### src/rtl/ebt_defs.vh
// constants for the external bus write and cycle timing block
`ifndef EBT_DEFS_VH
`define EBT_DEFS_VH

// register byte offsets on the apb side
`define EBT_OFF_HIGH     12'h000
`define EBT_OFF_LOW      12'h004
`define EBT_OFF_CFG      12'h008
`define EBT_OFF_STAT     12'h00c

// reset values
`define EBT_HIGH_RST     8'hff
`define EBT_LOW_RST      8'h00
`define EBT_CFG_RST      8'h00

// bus_cycle_length_high fields
`define EBT_SW_MSB       7
`define EBT_SW_LSB       6
`define EBT_LW_MSB       5
`define EBT_LW_LSB       4
`define EBT_SR_MSB       3
`define EBT_SR_LSB       2
`define EBT_LR_MSB       1
`define EBT_LR_LSB       0

// bus_cycle_length_low fields
`define EBT_WPW_BIT      7
`define EBT_HOLD_BIT     6

// configuration register fields
`define EBT_BUS16_BIT    0

// length code offsets in clocks
`define EBT_LAT_BASE     3'd2
`define EBT_SWR_BASE     3'd2
`define EBT_SRD_BASE     3'd1

// write strobe widths in clocks
`define EBT_WPW_NARROW   3'd1
`define EBT_WPW_WIDE     3'd2

// phase counter landmarks
`define EBT_CNT_ZERO     3'd0
`define EBT_CNT_ONE      3'd1

// lane masks: bit 0 low byte, bit 1 high byte
`define EBT_LANE_LOW     2'b01
`define EBT_LANE_HIGH    2'b10
`define EBT_LANE_BOTH    2'b11
`define EBT_LANE_NONE    2'b00

`endif

### src/rtl/ebt_bus_timing.v
// external multiplexed bus cycle sequencer with programmable timing
//
// Functional notes
// - latch strobe first, write strobes only afterwards
// - 8-bit bus byte write uses low strobe only
// - 16-bit byte write: even low, odd high
// - 16-bit word write asserts both strobes together
// - 8-bit word write: low byte even, high odd
// - split word write issues one latch strobe only
// - second write length codes give 2 to 5
// - latched write total length codes give 2 to 5
// - second read length codes give 1 to 4
// - latched read total length codes give 2 to 5
// - latched cycles counted from latch strobe assertion
// - unlatched cycles counted from strobe assertion
// - cycle ends at phase count end or hold end; the second write phase holds data after its strobe when the phase is longer than the strobe
// - one idle clock after every bus cycle
// - write strobe one or two clocks wide
`timescale 1ns/1ps
`include "ebt_defs.vh"

module ebt_bus_timing (
  // clock and reset
  input  wire        pclk,
  input  wire        presetn,
  // apb slave
  input  wire        psel,
  input  wire        penable,
  input  wire        pwrite,
  input  wire [11:0] paddr,
  input  wire [31:0] pwdata,
  output wire [31:0] prdata,
  output wire        pready,
  output wire        pslverr,
  // cpu request side
  input  wire        req_valid,
  input  wire        req_write,
  input  wire        req_word,
  input  wire [23:0] req_addr,
  input  wire [15:0] req_wdata,
  output reg         req_ready,
  output reg         rsp_valid,
  output reg  [15:0] rsp_rdata,
  // external bus pins
  output reg         ale,
  output reg         write_strobe_low_n,
  output reg         write_strobe_high_n,
  output reg         read_strobe_n,
  output reg  [23:0] bus_addr,
  output reg  [15:0] bus_dout,
  output reg         bus_doe,
  input  wire [15:0] bus_din
);

  localparam ST_IDLE   = 3'd0;
  localparam ST_FIRST  = 3'd1;
  localparam ST_HOLD   = 3'd2;
  localparam ST_REST   = 3'd3;
  localparam ST_SECOND = 3'd4;

  wire [7:0] high_reg;
  wire [7:0] low_reg;
  wire [7:0] cfg_reg;
  wire [7:0] status_word;

  reg  [2:0]  state_reg;
  reg  [2:0]  state_next;
  reg  [2:0]  cnt_reg;
  reg  [2:0]  cnt_next;
  reg  [2:0]  len_reg;
  reg  [2:0]  len_next;
  reg  [2:0]  sec_len_reg;
  reg  [2:0]  sec_len_next;
  reg  [2:0]  wpw_reg;
  reg  [2:0]  wpw_next;
  reg         hold_reg;
  reg         hold_next;
  reg         write_reg;
  reg         write_next;
  reg         split_reg;
  reg         split_next;
  reg  [1:0]  lane_reg;
  reg  [1:0]  lane_next;
  reg  [23:0] addr_reg;
  reg  [23:0] addr_next;
  reg  [15:0] data_reg;
  reg  [15:0] data_next;
  reg  [7:0]  hi_byte_reg;
  reg  [7:0]  hi_byte_next;
  reg  [15:0] rdata_reg;
  reg  [15:0] rdata_next;
  reg         done_next;

  // pin values derived from the next state
  reg         ale_next;
  reg         wr_low_next;
  reg         wr_high_next;
  reg         rd_next;
  reg         doe_next;
  reg  [2:0]  wr_start;

  wire        bus16;
  wire        phase_end;

  // length code to clock count
  function [2:0] dec_len;
    input [1:0] code;
    input [2:0] base;
    begin
      dec_len = {1'b0, code} + base;
    end
  endfunction

  // write strobe is placed at the tail of the latched cycle
  function [2:0] strobe_start;
    input [2:0] len;
    input [2:0] width;
    begin
      if (len > (width + `EBT_CNT_ONE))
        strobe_start = len - width;
      else
        strobe_start = `EBT_CNT_ONE;
    end
  endfunction

  assign bus16       = cfg_reg[`EBT_BUS16_BIT];
  assign phase_end   = (cnt_reg == (len_reg - `EBT_CNT_ONE));
  assign status_word = {4'h0, state_reg, ~req_ready};

  ebt_regs u_regs (
    .pclk      (pclk),
    .presetn   (presetn),
    .psel      (psel),
    .penable   (penable),
    .pwrite    (pwrite),
    .paddr     (paddr),
    .pwdata    (pwdata),
    .prdata    (prdata),
    .pready    (pready),
    .pslverr   (pslverr),
    .status_in (status_word),
    .high_reg  (high_reg),
    .low_reg   (low_reg),
    .cfg_reg   (cfg_reg)
  );

  // sequencer
  always @*
  begin
    state_next   = state_reg;
    cnt_next     = cnt_reg;
    len_next     = len_reg;
    sec_len_next = sec_len_reg;
    wpw_next     = wpw_reg;
    hold_next    = hold_reg;
    write_next   = write_reg;
    split_next   = split_reg;
    lane_next    = lane_reg;
    addr_next    = addr_reg;
    data_next    = data_reg;
    hi_byte_next = hi_byte_reg;
    rdata_next   = rdata_reg;
    done_next    = 1'b0;
    case (state_reg)
      ST_IDLE:
      begin
        if (req_valid)
        begin
          // timing is snapshotted here so a later register write cannot bend this cycle
          state_next = ST_FIRST;
          cnt_next   = `EBT_CNT_ZERO;
          write_next = req_write;
          hold_next  = low_reg[`EBT_HOLD_BIT];
          wpw_next   = low_reg[`EBT_WPW_BIT] ? `EBT_WPW_WIDE : `EBT_WPW_NARROW;
          split_next = req_word & ~bus16;
          rdata_next = 16'h0000;
          if (req_write)
          begin
            len_next     = dec_len(high_reg[`EBT_LW_MSB:`EBT_LW_LSB], `EBT_LAT_BASE);
            sec_len_next = dec_len(high_reg[`EBT_SW_MSB:`EBT_SW_LSB], `EBT_SWR_BASE);
          end
          else
          begin
            len_next     = dec_len(high_reg[`EBT_LR_MSB:`EBT_LR_LSB], `EBT_LAT_BASE);
            sec_len_next = dec_len(high_reg[`EBT_SR_MSB:`EBT_SR_LSB], `EBT_SRD_BASE);
          end
          hi_byte_next = req_wdata[15:8];
          if (req_word & bus16)
          begin
            lane_next = `EBT_LANE_BOTH;
            addr_next = req_addr;
            data_next = req_wdata;
          end
          else if (bus16)
          begin
            lane_next = req_addr[0] ? `EBT_LANE_HIGH : `EBT_LANE_LOW;
            addr_next = req_addr;
            data_next = {req_wdata[7:0], req_wdata[7:0]};
          end
          else
          begin
            lane_next = `EBT_LANE_LOW;
            addr_next = req_word ? {req_addr[23:1], 1'b0} : req_addr;
            data_next = {8'h00, req_wdata[7:0]};
          end
        end
      end
      ST_FIRST, ST_SECOND:
      begin
        if (phase_end)
        begin
          cnt_next = `EBT_CNT_ZERO;
          // cycle ends with the phase count, or after one more clock of data hold
          state_next = (write_reg & hold_reg) ? ST_HOLD : ST_REST;
          if (!write_reg)
          begin
            if (state_reg == ST_SECOND)
              rdata_next = {bus_din[7:0], rdata_reg[7:0]};
            else if (bus16)
              rdata_next = bus_din;
            else
              rdata_next = {8'h00, bus_din[7:0]};
          end
        end
        else
          cnt_next = cnt_reg + `EBT_CNT_ONE;
      end
      ST_HOLD:
        state_next = ST_REST;
      ST_REST:
      begin
        // rest clock: no strobe, no drive, before any new cycle
        if (split_reg)
        begin
          // second byte keeps the latched upper address, no new latch pulse
          state_next = ST_SECOND;
          cnt_next   = `EBT_CNT_ZERO;
          len_next   = sec_len_reg;
          split_next = 1'b0;
          addr_next  = {addr_reg[23:1], 1'b1};
          data_next  = {8'h00, hi_byte_reg};
        end
        else
        begin
          state_next = ST_IDLE;
          done_next  = 1'b1;
        end
      end
      default:
        state_next = ST_IDLE;
    endcase
  end

  // pin decode from the state about to be entered, so pins are plain flops
  always @*
  begin
    ale_next     = 1'b0;
    wr_low_next  = 1'b0;
    wr_high_next = 1'b0;
    rd_next      = 1'b0;
    doe_next     = 1'b0;
    wr_start     = strobe_start(len_next, wpw_next);
    case (state_next)
      ST_FIRST:
      begin
        ale_next = (cnt_next == `EBT_CNT_ZERO);
        doe_next = write_next & (cnt_next != `EBT_CNT_ZERO);
        if (write_next & (cnt_next >= wr_start))
        begin
          wr_low_next  = lane_next[0];
          wr_high_next = lane_next[1];
        end
        rd_next = ~write_next & (cnt_next >= `EBT_CNT_ONE);
      end
      ST_SECOND:
      begin
        doe_next = write_next;
        // strobe from the phase start; any rest of the phase holds data
        if (write_next & (cnt_next < wpw_next))
          wr_low_next = 1'b1;
        rd_next = ~write_next;
      end
      ST_HOLD:
        doe_next = 1'b1;
      default:
      begin
        ale_next = 1'b0;
      end
    endcase
  end

  always @(posedge pclk or negedge presetn)
  begin
    if (!presetn)
    begin
      state_reg   <= ST_IDLE;
      cnt_reg     <= `EBT_CNT_ZERO;
      len_reg     <= `EBT_LAT_BASE;
      sec_len_reg <= `EBT_SWR_BASE;
      wpw_reg     <= `EBT_WPW_NARROW;
      hold_reg    <= 1'b0;
      write_reg   <= 1'b0;
      split_reg   <= 1'b0;
      lane_reg    <= `EBT_LANE_NONE;
      addr_reg    <= 24'h00_0000;
      data_reg    <= 16'h0000;
      hi_byte_reg <= 8'h00;
      rdata_reg   <= 16'h0000;
    end
    else
    begin
      state_reg   <= state_next;
      cnt_reg     <= cnt_next;
      len_reg     <= len_next;
      sec_len_reg <= sec_len_next;
      wpw_reg     <= wpw_next;
      hold_reg    <= hold_next;
      write_reg   <= write_next;
      split_reg   <= split_next;
      lane_reg    <= lane_next;
      addr_reg    <= addr_next;
      data_reg    <= data_next;
      hi_byte_reg <= hi_byte_next;
      rdata_reg   <= rdata_next;
    end
  end

  // registered outputs
  always @(posedge pclk or negedge presetn)
  begin
    if (!presetn)
    begin
      req_ready           <= 1'b0;
      rsp_valid           <= 1'b0;
      rsp_rdata           <= 16'h0000;
      ale                 <= 1'b0;
      write_strobe_low_n  <= 1'b1;
      write_strobe_high_n <= 1'b1;
      read_strobe_n       <= 1'b1;
      bus_addr            <= 24'h00_0000;
      bus_dout            <= 16'h0000;
      bus_doe             <= 1'b0;
    end
    else
    begin
      req_ready           <= (state_next == ST_IDLE);
      rsp_valid           <= done_next;
      rsp_rdata           <= done_next ? rdata_next : rsp_rdata;
      ale                 <= ale_next;
      write_strobe_low_n  <= ~wr_low_next;
      write_strobe_high_n <= ~wr_high_next;
      read_strobe_n       <= ~rd_next;
      bus_addr            <= addr_next;
      bus_dout            <= data_next;
      bus_doe             <= doe_next;
    end
  end

endmodule

### src/rtl/ebt_regs.v
// apb register file for the external bus timing block
`timescale 1ns/1ps
`include "ebt_defs.vh"

module ebt_regs (
  // clock and reset
  input  wire        pclk,
  input  wire        presetn,
  // apb slave
  input  wire        psel,
  input  wire        penable,
  input  wire        pwrite,
  input  wire [11:0] paddr,
  input  wire [31:0] pwdata,
  output reg  [31:0] prdata,
  output reg         pready,
  output reg         pslverr,
  // block side
  input  wire [7:0]  status_in,
  output reg  [7:0]  high_reg,
  output reg  [7:0]  low_reg,
  output reg  [7:0]  cfg_reg
);

  wire setup_phase;
  wire access_done;
  reg  mapped;
  reg  [7:0] rd_mux;

  assign setup_phase = psel & ~penable;
  assign access_done = psel & penable & pready;

  always @*
  begin
    mapped = 1'b1;
    rd_mux = 8'h00;
    case (paddr)
      `EBT_OFF_HIGH: rd_mux = high_reg;
      `EBT_OFF_LOW:  rd_mux = low_reg;
      `EBT_OFF_CFG:  rd_mux = cfg_reg;
      `EBT_OFF_STAT: rd_mux = status_in;
      default:       mapped = 1'b0;
    endcase
  end

  // zero wait states: pready rises for the access phase only
  always @(posedge pclk or negedge presetn)
  begin
    if (!presetn)
    begin
      pready  <= 1'b0;
      pslverr <= 1'b0;
      prdata  <= 32'h0000_0000;
    end
    else
    begin
      pready  <= setup_phase;
      pslverr <= setup_phase & ~mapped;
      prdata  <= (setup_phase & ~pwrite) ? {24'h00_0000, rd_mux} : 32'h0000_0000;
    end
  end

  // status is read only; writes to it are dropped without error
  always @(posedge pclk or negedge presetn)
  begin
    if (!presetn)
    begin
      high_reg <= `EBT_HIGH_RST;
      low_reg  <= `EBT_LOW_RST;
      cfg_reg  <= `EBT_CFG_RST;
    end
    else if (access_done & pwrite)
    begin
      if (paddr == `EBT_OFF_HIGH)
        high_reg <= pwdata[7:0];
      if (paddr == `EBT_OFF_LOW)
        low_reg <= pwdata[7:0];
      if (paddr == `EBT_OFF_CFG)
        cfg_reg <= pwdata[7:0];
    end
  end

endmodule

### config.mk
export PLATFORM = sky130hd
export DESIGN_NAME = ebt_bus_timing
export DESIGN_NICKNAME = d
export VERILOG_FILES = /design/src/rtl/ebt_bus_timing.v /design/src/rtl/ebt_regs.v
export VERILOG_INCLUDE_DIRS = /design/src /design/src/rtl
export SDC_FILE = /design/constraint.sdc
export NUM_CORES = 1
export LEC_CHECK = 0
export BUFFER_PORTS_ARGS = -buffer_cell sky130_fd_sc_hd__buf_2
export CORE_MARGIN = 10
export CORE_UTILIZATION = 45
export DETAILED_ROUTE_END_ITERATION = 8
export MAX_ROUTING_LAYER = met4
export PLACE_DENSITY = 0.71
export SYNTH_ARGS = -nofsm -noshare
export SYNTH_HDL_FRONTEND = slang
export SYNTH_SLANG_ARGS = --single-unit
### constraint.sdc
create_clock -name pclk -period 4.7 [get_ports pclk]
set_input_delay 0.94 -clock pclk [delete_from_list [all_inputs] [get_ports pclk]]
set_output_delay 0.94 -clock pclk [all_outputs]
set_load 0.01 [all_outputs]
# Yosys cells after proc, flatten, opt, wreduce, memory -nomap -nowiden
# Cells that the tools add are included.
# word_totals
regBits,165
input_bits,108
out_inout_bits,97
word_cells,148
# op_classes
addsub,8
magnitude_cmp,4
n_eq_ne,13
mux,57
bitwise,23
reduce_logical,15
# ops
op,count
$mux 16,9
$pmux 16 s2,2
$pmux 24 s2,1
$mux 3,13
$pmux 8 s4,1
$eq 12x4->1 const B,2
$mux 24,1
$mux 1,16
$and 1x1->1,13
$eq 12x3->1 const B,1
$logic_not 12->1,1
$mux 2,6
$pmux 3 s4,1
$not 1->1,10
$reduce_and 2->1,5
$add 2x2->3 const B,3
$eq 3x2->1 const B,3
$logic_not 3->1,3
$pmux 3 s3,1
$mux 8,1
$add 3x1->3 const B,2
$eq 3x1->1 const B,2
$eq 3x3->1 const B,2
$pmux 1 s2,3
other kinds (16),18

# Longest topological paths before layout
# Gate-level depths: netlist of the first run.
# depth
word_depth,11
ltp_mapped,19
ltp_nobuf,16

# By module
# A second synthesis of the first run with hierarchy kept.
# unflattened
hier_cells,607
hier_area_um2,6751.5
# by_module_without_submodules
mod,instances,cells_per_inst,area_each_um2,seq_area_each_um2
ebt_bus_timing,1,489,5022.3,2685.1
ebt_regs,1,118,1729.2,860.8

# Worst setup path after synthesis of the first run
# OpenSTA, ideal clock, no wires.
# synth_timing
path_type,input -> register
from,input port req_valid
to,register write_strobe_low_n
setup_ns,0.081
arrival_ns,3.856
required_ns,4.619
setup_slack_ns,0.763
path_stages,18
path_buffers,2
path_cell_list,or4b_1 buf_2 buf_1 mux2i_1 inv_1 ha_1 inv_1 ha_1 nor2b_1 o21ai_0 nand2b_1 nand2_1 ha_1 nand2b_1 a21o_1 a21oi_1 nor2_1 a32oi_1
# synth_via
elab_chain_cells,10
elab_cells_between_ends,26
classes_between,add/sub (2); order compare (3); eq/ne (2); mux (16); bitwise (3)
# synth_lines
element,line,rtl
from (decl),ebt_bus_timing.v:36,"input wire req_valid,"
$mux 3 *,ebt_bus_timing.v:167,if (req_valid)
$mux 3 *,ebt_bus_timing.v:164,case (state_reg)
via strobe_start.width[1],ebt_bus_timing.v:117,input [2:0] width;
$add 3x1->3 (no source line),--,
$gt 3x3->1,ebt_bus_timing.v:119,if (len > (width + `EBT_CNT_ONE))
$mux 3,ebt_bus_timing.v:119,
$ge 3x3->1,ebt_bus_timing.v:268,if (write_next & (cnt_next >= wr_start))
$and 1x1->1,ebt_bus_timing.v:268,
$mux 1,ebt_bus_timing.v:268,
$pmux 1 s2 *,ebt_bus_timing.v:263,case (state_next)
$not 1->1 *,ebt_bus_timing.v:350,write_strobe_low_n <= ~wr_low_next;
to (signal assigned),ebt_bus_timing.v:350,
to (decl),ebt_bus_timing.v:46,"output reg write_strobe_low_n,"
# Mark *: on every way through the listed nets, which the timed path passes. The rest lies on a longest branch.
# A chain may end at the register's enable or synchronous reset.

# Worst setup path after layout of the first run
# layout_timing
from,input port req_valid
to,register write_strobe_low_n
# layout_via
elab_cells_between_ends,26
classes_between,add/sub (2); order compare (3); eq/ne (2); mux (16); bitwise (3)
# layout_lines
element,line,rtl
$mux 3 *,ebt_bus_timing.v:167,
$pmux 3 s2 *,ebt_bus_timing.v:164,
via len_next[1],ebt_bus_timing.v:71,reg [2:0] len_next;
$sub 3x3->3 or $gt 3x3->1 (tied branches),"ebt_bus_timing.v:120, ebt_bus_timing.v:119",
$mux 3 *,ebt_bus_timing.v:119,
$ge 3x3->1 *,ebt_bus_timing.v:268,
$and 1x1->1 *,ebt_bus_timing.v:268,
$mux 1 *,ebt_bus_timing.v:268,
$pmux 1 s2 *,ebt_bus_timing.v:263,
$not 1->1 *,ebt_bus_timing.v:350,
# Marked as above.

==> results of run 1 <==
==> cell type report <==
| cell class | instances | area, um^2 | area share [%] |
|---|---|---|---|
| Clock buffer | 26 | 489 | 6.02 |
| Multi-Input combinational cell | 436 | 2860 | 35.1 |
| Clock inverter | 6 | 85.1 | 1.05 |
| Timing Repair Buffer | 165 | 855 | 10.5 |
| Sequential cell | 141 | 3550 | 43.6 |
| Tap cell | 184 | 230 | 2.83 |
| Inverter | 17 | 63.8 | 0.785 |
==> critical path, stage by stage <==
cell	delay (ns)
buf_2	0.14
or4b_2	0.80
nor2_1	0.27
o21a_1	0.17
o41a_1	0.16
o21ba_1	0.17
ha_1	0.31
nor2b_1	0.13
o21ai_0	0.15
nand2b_1	0.09
o21a_1	0.12
nand2b_1	0.09
ha_1	0.24
a21o_1	0.15
a21oi_1	0.13
nor2_1	0.06
a32oi_1	0.20
==> logic make-up (layout without fill, tap and decap cells) <==
| logic type | count (synthesis) | count (layout) | synth area share, % |
|---|---|---|---|
| AO/OA/AOI/OAI | 110 | 110 | 11.1 |
| XOR/XNOR | 10 | 10 | 1.74 |
| adder cells (fa/ha/maj) | 14 | 14 | 2.73 |
| buffers and inverters | 74 | 214 | 5.75 |
| flip-flops | 141 | 141 | 52.9 |
| multiplexers | 64 | 64 | 11.1 |
| other | 1 | 24 | 0.0560 |
| AND/OR/NAND/NOR | 214 | 214 | 14.6 |
==> worst paths after layout <==
kind | cells past startpoint | end | from
min in group asynchronous | 1 | bus_addr[3] | presetn
max in group asynchronous | 2 | u_regs.high_reg[0] | presetn
min | 2 | bus_dout[8] | bus_dout[8]
max reg2reg | 16 | write_strobe_low_n | state_reg[2]
min reg2reg | 2 | bus_dout[8] | bus_dout[8]
max | 17 | write_strobe_low_n | req_valid
==> per-layer routing <==
| layer | wire length (um) | vias up | track usage (%) | part of all wire [%] |
|---|---|---|---|---|
| met5 | 0 | - | - | 0 |
| met3 | 863 | 27 | 4.14 | 5.1 |
| met1 | 7330 | 2481 | 20.6 | 43 |
| li1 | - | 2431 | - | - |
| met2 | 8520 | 143 | 28.3 | 50 |
| met4 | 327 | 0 | 7.21 | 1.9 |
==> report_power, final <==
part | internal (mW) | leakage (nW) | total, mW | switching [mW]
Sequential | 1.53 | 1.82 | 1.70 | 0.169
Combinational | 0.625 | 2.11 | 1.54 | 0.916
Clock | 0.822 | 0.275 | 1.31 | 0.493
Total | 2.98 | 4.20 | 4.55 | 1.58
==> layout by cell type (no fill, tap or decap), types with 17 or more instances in the layout <==
| master | count |
|---|---|
| mux2i_1 | 20 |
| conb_1 | 24 |
| nor2_1 | 30 |
| buf_2 | 155 |
| a21oi_1 | 18 |
| mux2_1 | 25 |
| o21ai_0 | 24 |
| inv_1 | 17 |
| dfrtp_1 | 127 |
| clkbuf_16 | 17 |
| nand2_1 | 123 |
==> metrics by stage <==
| step | std cells | setup slack [ns] | hold slack, ns | power (mW) | area, um^2 |
|---|---|---|---|---|---|
| 2_1_floorplan | 651 | 0.763 | 0.445 | 2.74 | 6790 |
| 3_3_place_gp | 943 | 0.366 | 0.457 | 3.19 | 7550 |
| 3_5_place_dp | 943 | 0.282 | 0.463 | 3.26 | 7550 |
| 4_1_cts | 975 | 0.706 | 0.473 | 4.60 | 8120 |
| 5_1_grt | 975 | 0.446 | 0.482 | 4.86 | 8120 |
| 6_report | 975 | 0.707 | 0.468 | 4.55 | 8120 |
==> run_results.csv, run 1 <==
group,metric,value,unit
timing,finClkSkew,0.00770,ns
clock_tree,clkTransAtPathRegs,0.06,ns
floorplanning,row_count,44,
global_route,antenna_found_initial,0,
floorplanning,chipWidth,142,um
final_layout,areaGrowthSynthToFinish,21.3,%
power_and_ir_drop,power_density,561,nW/um^2
logic_synthesis,synth-seq-cells,141,
timing,fmax,0.250,GHz
floorplanning,die_height,142,um
global_route,grt_pass1_vias,5298,
routing,drc,0,
setup_path,rrSetupSlack,0.92,ns
timing,hold_violations,0,
routing,viasPerCell,5.21,
routing,drt_iter0_drc,194,
logic_synthesis,yosysUniqueCellTypes,62,
setup_path,worstSetupEndpointType,"flop",
placement,dp_hpwl,12500,um
clock_tree,cts-root-buf,"clkbuf_16",
clock_tree,hold_buffers,0,
final_layout,largest_register_ffs,24,
timing,finalCritPeriodShare,85.0,%
outcome,status,"finished, final reports clean",
global_route,grt_max_degree,86,
logic_synthesis,ys_seq_area_share,52.9,%
timing,report.final.slew_viol_count,0,
placement,routabilityCongestion,0.876,
run,maxCapViolCount,0,
floorplanning,design.core.area,14600,um^2
worst_hold_path,hold_class,"reg -> reg",
logic_synthesis,ys_top_cells_by_area,"dfrtp_1, nand2_1, dfstp_2, mux2_1, mux2i_1",
timing,tightest_slew,0.931,ns
timing,setup_viol,0,
setup_path,critPathArrivalTime,4.34,ns
floorplanning,io_pins,205,
logic_synthesis,async_reset_ff_share,100,%
power_and_ir_drop,p_leak,4.20,nW
global_route,gr-total-overflow,0,
logic_synthesis,yosys-top-cells-count,"dfrtp_1, nand2_1, nor2_1, buf_4, mux2_1",
clock_tree,cts.sinks,141,
logic_synthesis,yosys.area.top_type,"dfrtp_1",
setup_path,required,5.04,ns
placement,io_buffers,156,
clock_tree,cts_buffer_depth,2,
routing,wl,17000,um
logic_synthesis,synth-edff-count,0,
logic_synthesis,postSynthCellCount,628,
global_route,grt_util_all_layers,17.5,%
setup_path,start_kind,"input pin",
routing,ant_nets,0,
global_route,grt_pass1_wl,27500,um
setup_path,path_class,"in -> reg",
routing,wire_per_inst,17.5,um
routing,vias,5082,
clock_tree,cts_setup_buffers,0,
clock_tree,tritoncts,"yes",
logic_synthesis,synthMostInstantiatedCell,"dfrtp_1",
final_layout,final_core_util,55.7,%
timing,rsz0062_at_grt,"false",
clock_tree,cts_buffers,17,
clock_tree,clk_latency,0.42,ns
logic_synthesis,yosysWarnings,0,
final_layout,nets,900,
clock_tree,cts_htree_levels,4,
logic_synthesis,avgSynthCellArea,10.7,um^2
floorplanning,start_util,45.9,%
final_layout,drive_above_1_share,29.2,%
timing,relSlewSlack,37.8,%
logic_synthesis,synth_ff_type,"dfrtp_1",
timing,setup_tns,0,ns
final_layout,n_antenna_cell,0,
timing,min_period,3.99,ns
final_layout,fillers,1240,
setup_path,path_max_fanout,14,
logic_synthesis,syn_area,6700,um^2
routing,drtPass1Iterations,6,
final_layout,regMostFlops,"bus_addr",
power_and_ir_drop,peakVddDrop,0.000293,V
logic_synthesis,synth_top_area_share,47.4,%
clock_tree,cts_resized,0,
floorplanning,die-area,20200,um^2
Note: power is estimated with default switching activity, not from simulation.
==> run 2: changes to the inputs <==
==> constraint.sdc (replaced) <==
create_clock -name pclk -period 4.15 [get_ports pclk]
set_input_delay 0.83 -clock pclk [delete_from_list [all_inputs] [get_ports pclk]]
set_output_delay 0.83 -clock pclk [all_outputs]
set_load 0.01 [all_outputs]
==> run 2 against run 1 <==
Hold slack better by 0.0017 ns. Worst setup slack worse by 0.22 ns. Routed wire length shrank 0.76%. Largest power group unchanged.
==> run_results.csv, run 2 (synthesized netlist as in run 1, its figures left out) <==
group,metric,value,unit
outcome,status,"finished, final reports clean",
placement,post-place-ws,0.0776,ns
floorplanning,design.core.area,14600,um^2
worst_hold_path,hold_start,"bus_dout[8]",
setup_path,worstSetupEndpointType,"flop",
final_layout,final_cell_mix,"buf_2, dfrtp_1, nand2_1, nor2_1, mux2_1",
placement,routabilityCongestion,0.868,
floorplanning,io_pins,205,
timing,hold_violations,0,
clock_tree,cts_setup_buffers,0,
final_layout,regMostFlops,"bus_addr",
global_route,grt_util_all_layers,17.1,%
routing,viasPerCell,5.26,
clock_tree,cts-root-buf,"clkbuf_16",
final_layout,final_common_cell,"buf_2",
routing,drtPass1Iterations,6,
routing,wl,16900,um
power_and_ir_drop,power_density,629,nW/um^2
routing,vias,5147,
global_route,grt_busiest_layer,"met2",
setup_path,crit_path_top_delay_cell,"or4b_2",
setup_path,cp_common_cell,"ha_1",
floorplanning,die_height,142,um
timing,report.final.slew_viol_count,0,
setup_path,rrSetupSlack,0.53,ns
global_route,grt.met2_usage,28.3,%
setup_path,r2r_start,"state_reg[2]",
clock_tree,tritoncts,"yes",
global_route,use_met1,20.3,%
setup_path,path_max_fanout,4,
global_route,grt_pass1_wl,27000,um
run,maxCapViolCount,0,
placement,postPlaceCellArea,7570,um^2
timing,finClkSkew,0.00716,ns
setup_path,required,4.49,ns
final_layout,drive_above_1_share,29.5,%
floorplanning,chipWidth,142,um
timing,tightest_slew,0.926,ns
placement,dp_hpwl,12600,um
power_and_ir_drop,p_leak,4.20,nW
worst_hold_path,whs_path_depth,2,
setup_path,start_kind,"input pin",
routing,drc,0,
clock_tree,cts_htree_levels,4,
setup_path,path_class,"in -> reg",
global_route,gr-total-overflow,0,
setup_path,r2r_cells,16,
timing,worst_slack,0.490,ns
setup_path,worstPathCellList,"buf_2 > or4b_2 > mux2i_1 > inv_1 > ha_1 > inv_1 > ha_1 > nor2b_1 > o21ai_0 > nand2b_1 > nand2_1 > ha_1 > nand2b_1 > a21o_1 > a21oi_1 > nor2_1 > a32oi_1",
setup_path,reg2reg_to,"write_strobe_low_n",
timing,setup_viol,0,
clock_tree,cts.sinks,141,
setup_path,critPathArrivalTime,4.00,ns
timing,relSlewSlack,38.3,%
final_layout,nets,903,
timing,setup_tns,0,ns
floorplanning,row_count,44,
routing,drt_iter0_drc,272,
timing,min_period,3.66,ns
floorplanning,start_util,45.9,%
timing,hold-worst-slack,0.470,ns
routing,wire_per_inst,17.3,um
final_layout,n_antenna_cell,0,
global_route,grt_util_met3,3.30,%
clock_tree,clkTransAtPathRegs,0.06,ns
timing,rsz0062_at_grt,"false",
power_and_ir_drop,peakVddDrop,0.000371,V
final_layout,design_area,8120,um^2
final_layout,largest_register_ffs,24,
setup_path,worst_path_largest_cell_delay,0.67,ns
clock_tree,cts_resized,0,
clock_tree,cts_buffer_depth,2,
floorplanning,die-area,20200,um^2
timing,fmax,0.273,GHz
clock_tree,hold_buffers,0,
clock_tree,cts_buffers,17,
final_layout,areaGrowthSynthToFinish,21.2,%
timing,finalCritPeriodShare,88.2,%
global_route,grt_pass1_vias,5264,
worst_hold_path,hold_class,"reg -> reg",
global_route,grt_max_degree,107,
worst_hold_path,hold_end,"bus_dout[8]",
clock_tree,clk_latency,0.43,ns
placement,io_buffers,156,
global_route,antenna_found_initial,0,
routing,ant_nets,0,
## run 2: cell types whose count changed in the layout (fill, tap and decap cells not counted), sizes merged
| cell | change |
|---|---|
| bufinv | -1 |
| clkinv | +1 |
| buf | +3 |
## run 2: cell type report
type / instances / area (um^2)
sequential: 141 / 3550
clock inverter: 6 / 60.1
timing repair buffer: 168 / 877
clock buffer: 26 / 489
fill: 1245 / 6470
inverter: 17 / 63.8
tap: 184 / 230
multi-input combinational: 436 / 2860
## run 2: worst max path at each step
stage | start | depth (start not counted) | to
after floorplan | req_valid | 18 | write_strobe_low_n
after CTS | req_valid | 17 | write_strobe_low_n
after global placement | req_valid | 17 | write_strobe_low_n
after global routing | req_valid | 18 | write_strobe_low_n
after detailed placement | req_valid | 17 | write_strobe_low_n
final | req_valid | 17 | write_strobe_low_n
## run 2: report_power, final
part	internal (mW)	leakage, nW	switching (mW)
clock	0.868	0.264	0.556
combinational	0.721	2.12	1.04
sequential	1.73	1.82	0.196
## run 2: critical path: cells and delay by family
| kind | cells | cell delay [ns] |
|---|---|---|
| AOI/OAI and AO/OA | 4 | 0.67 |
| muxes | 1 | 0.27 |
| and+or+nand+nor | 6 | 1.18 |
| buffers and inverters | 3 | 0.27 |
| adders and majority gates | 3 | 0.79 |
## run 2: metrics by stage
step                power, mW  std cells  util [%]
finish                   5.11        978      55.7
global route             5.44        978      55.7
CTS                      5.16        978      55.7
detailed placement       3.72        946      51.9
global placement         3.63        946      51.9
floorplan                3.11        651         -
## run 2: per-layer routing
layer	routed length, um	vias up
li1	-	2425
met1	7070	2554
met2	8810	145
met3	735	23
met4	297	0
met5	0	-
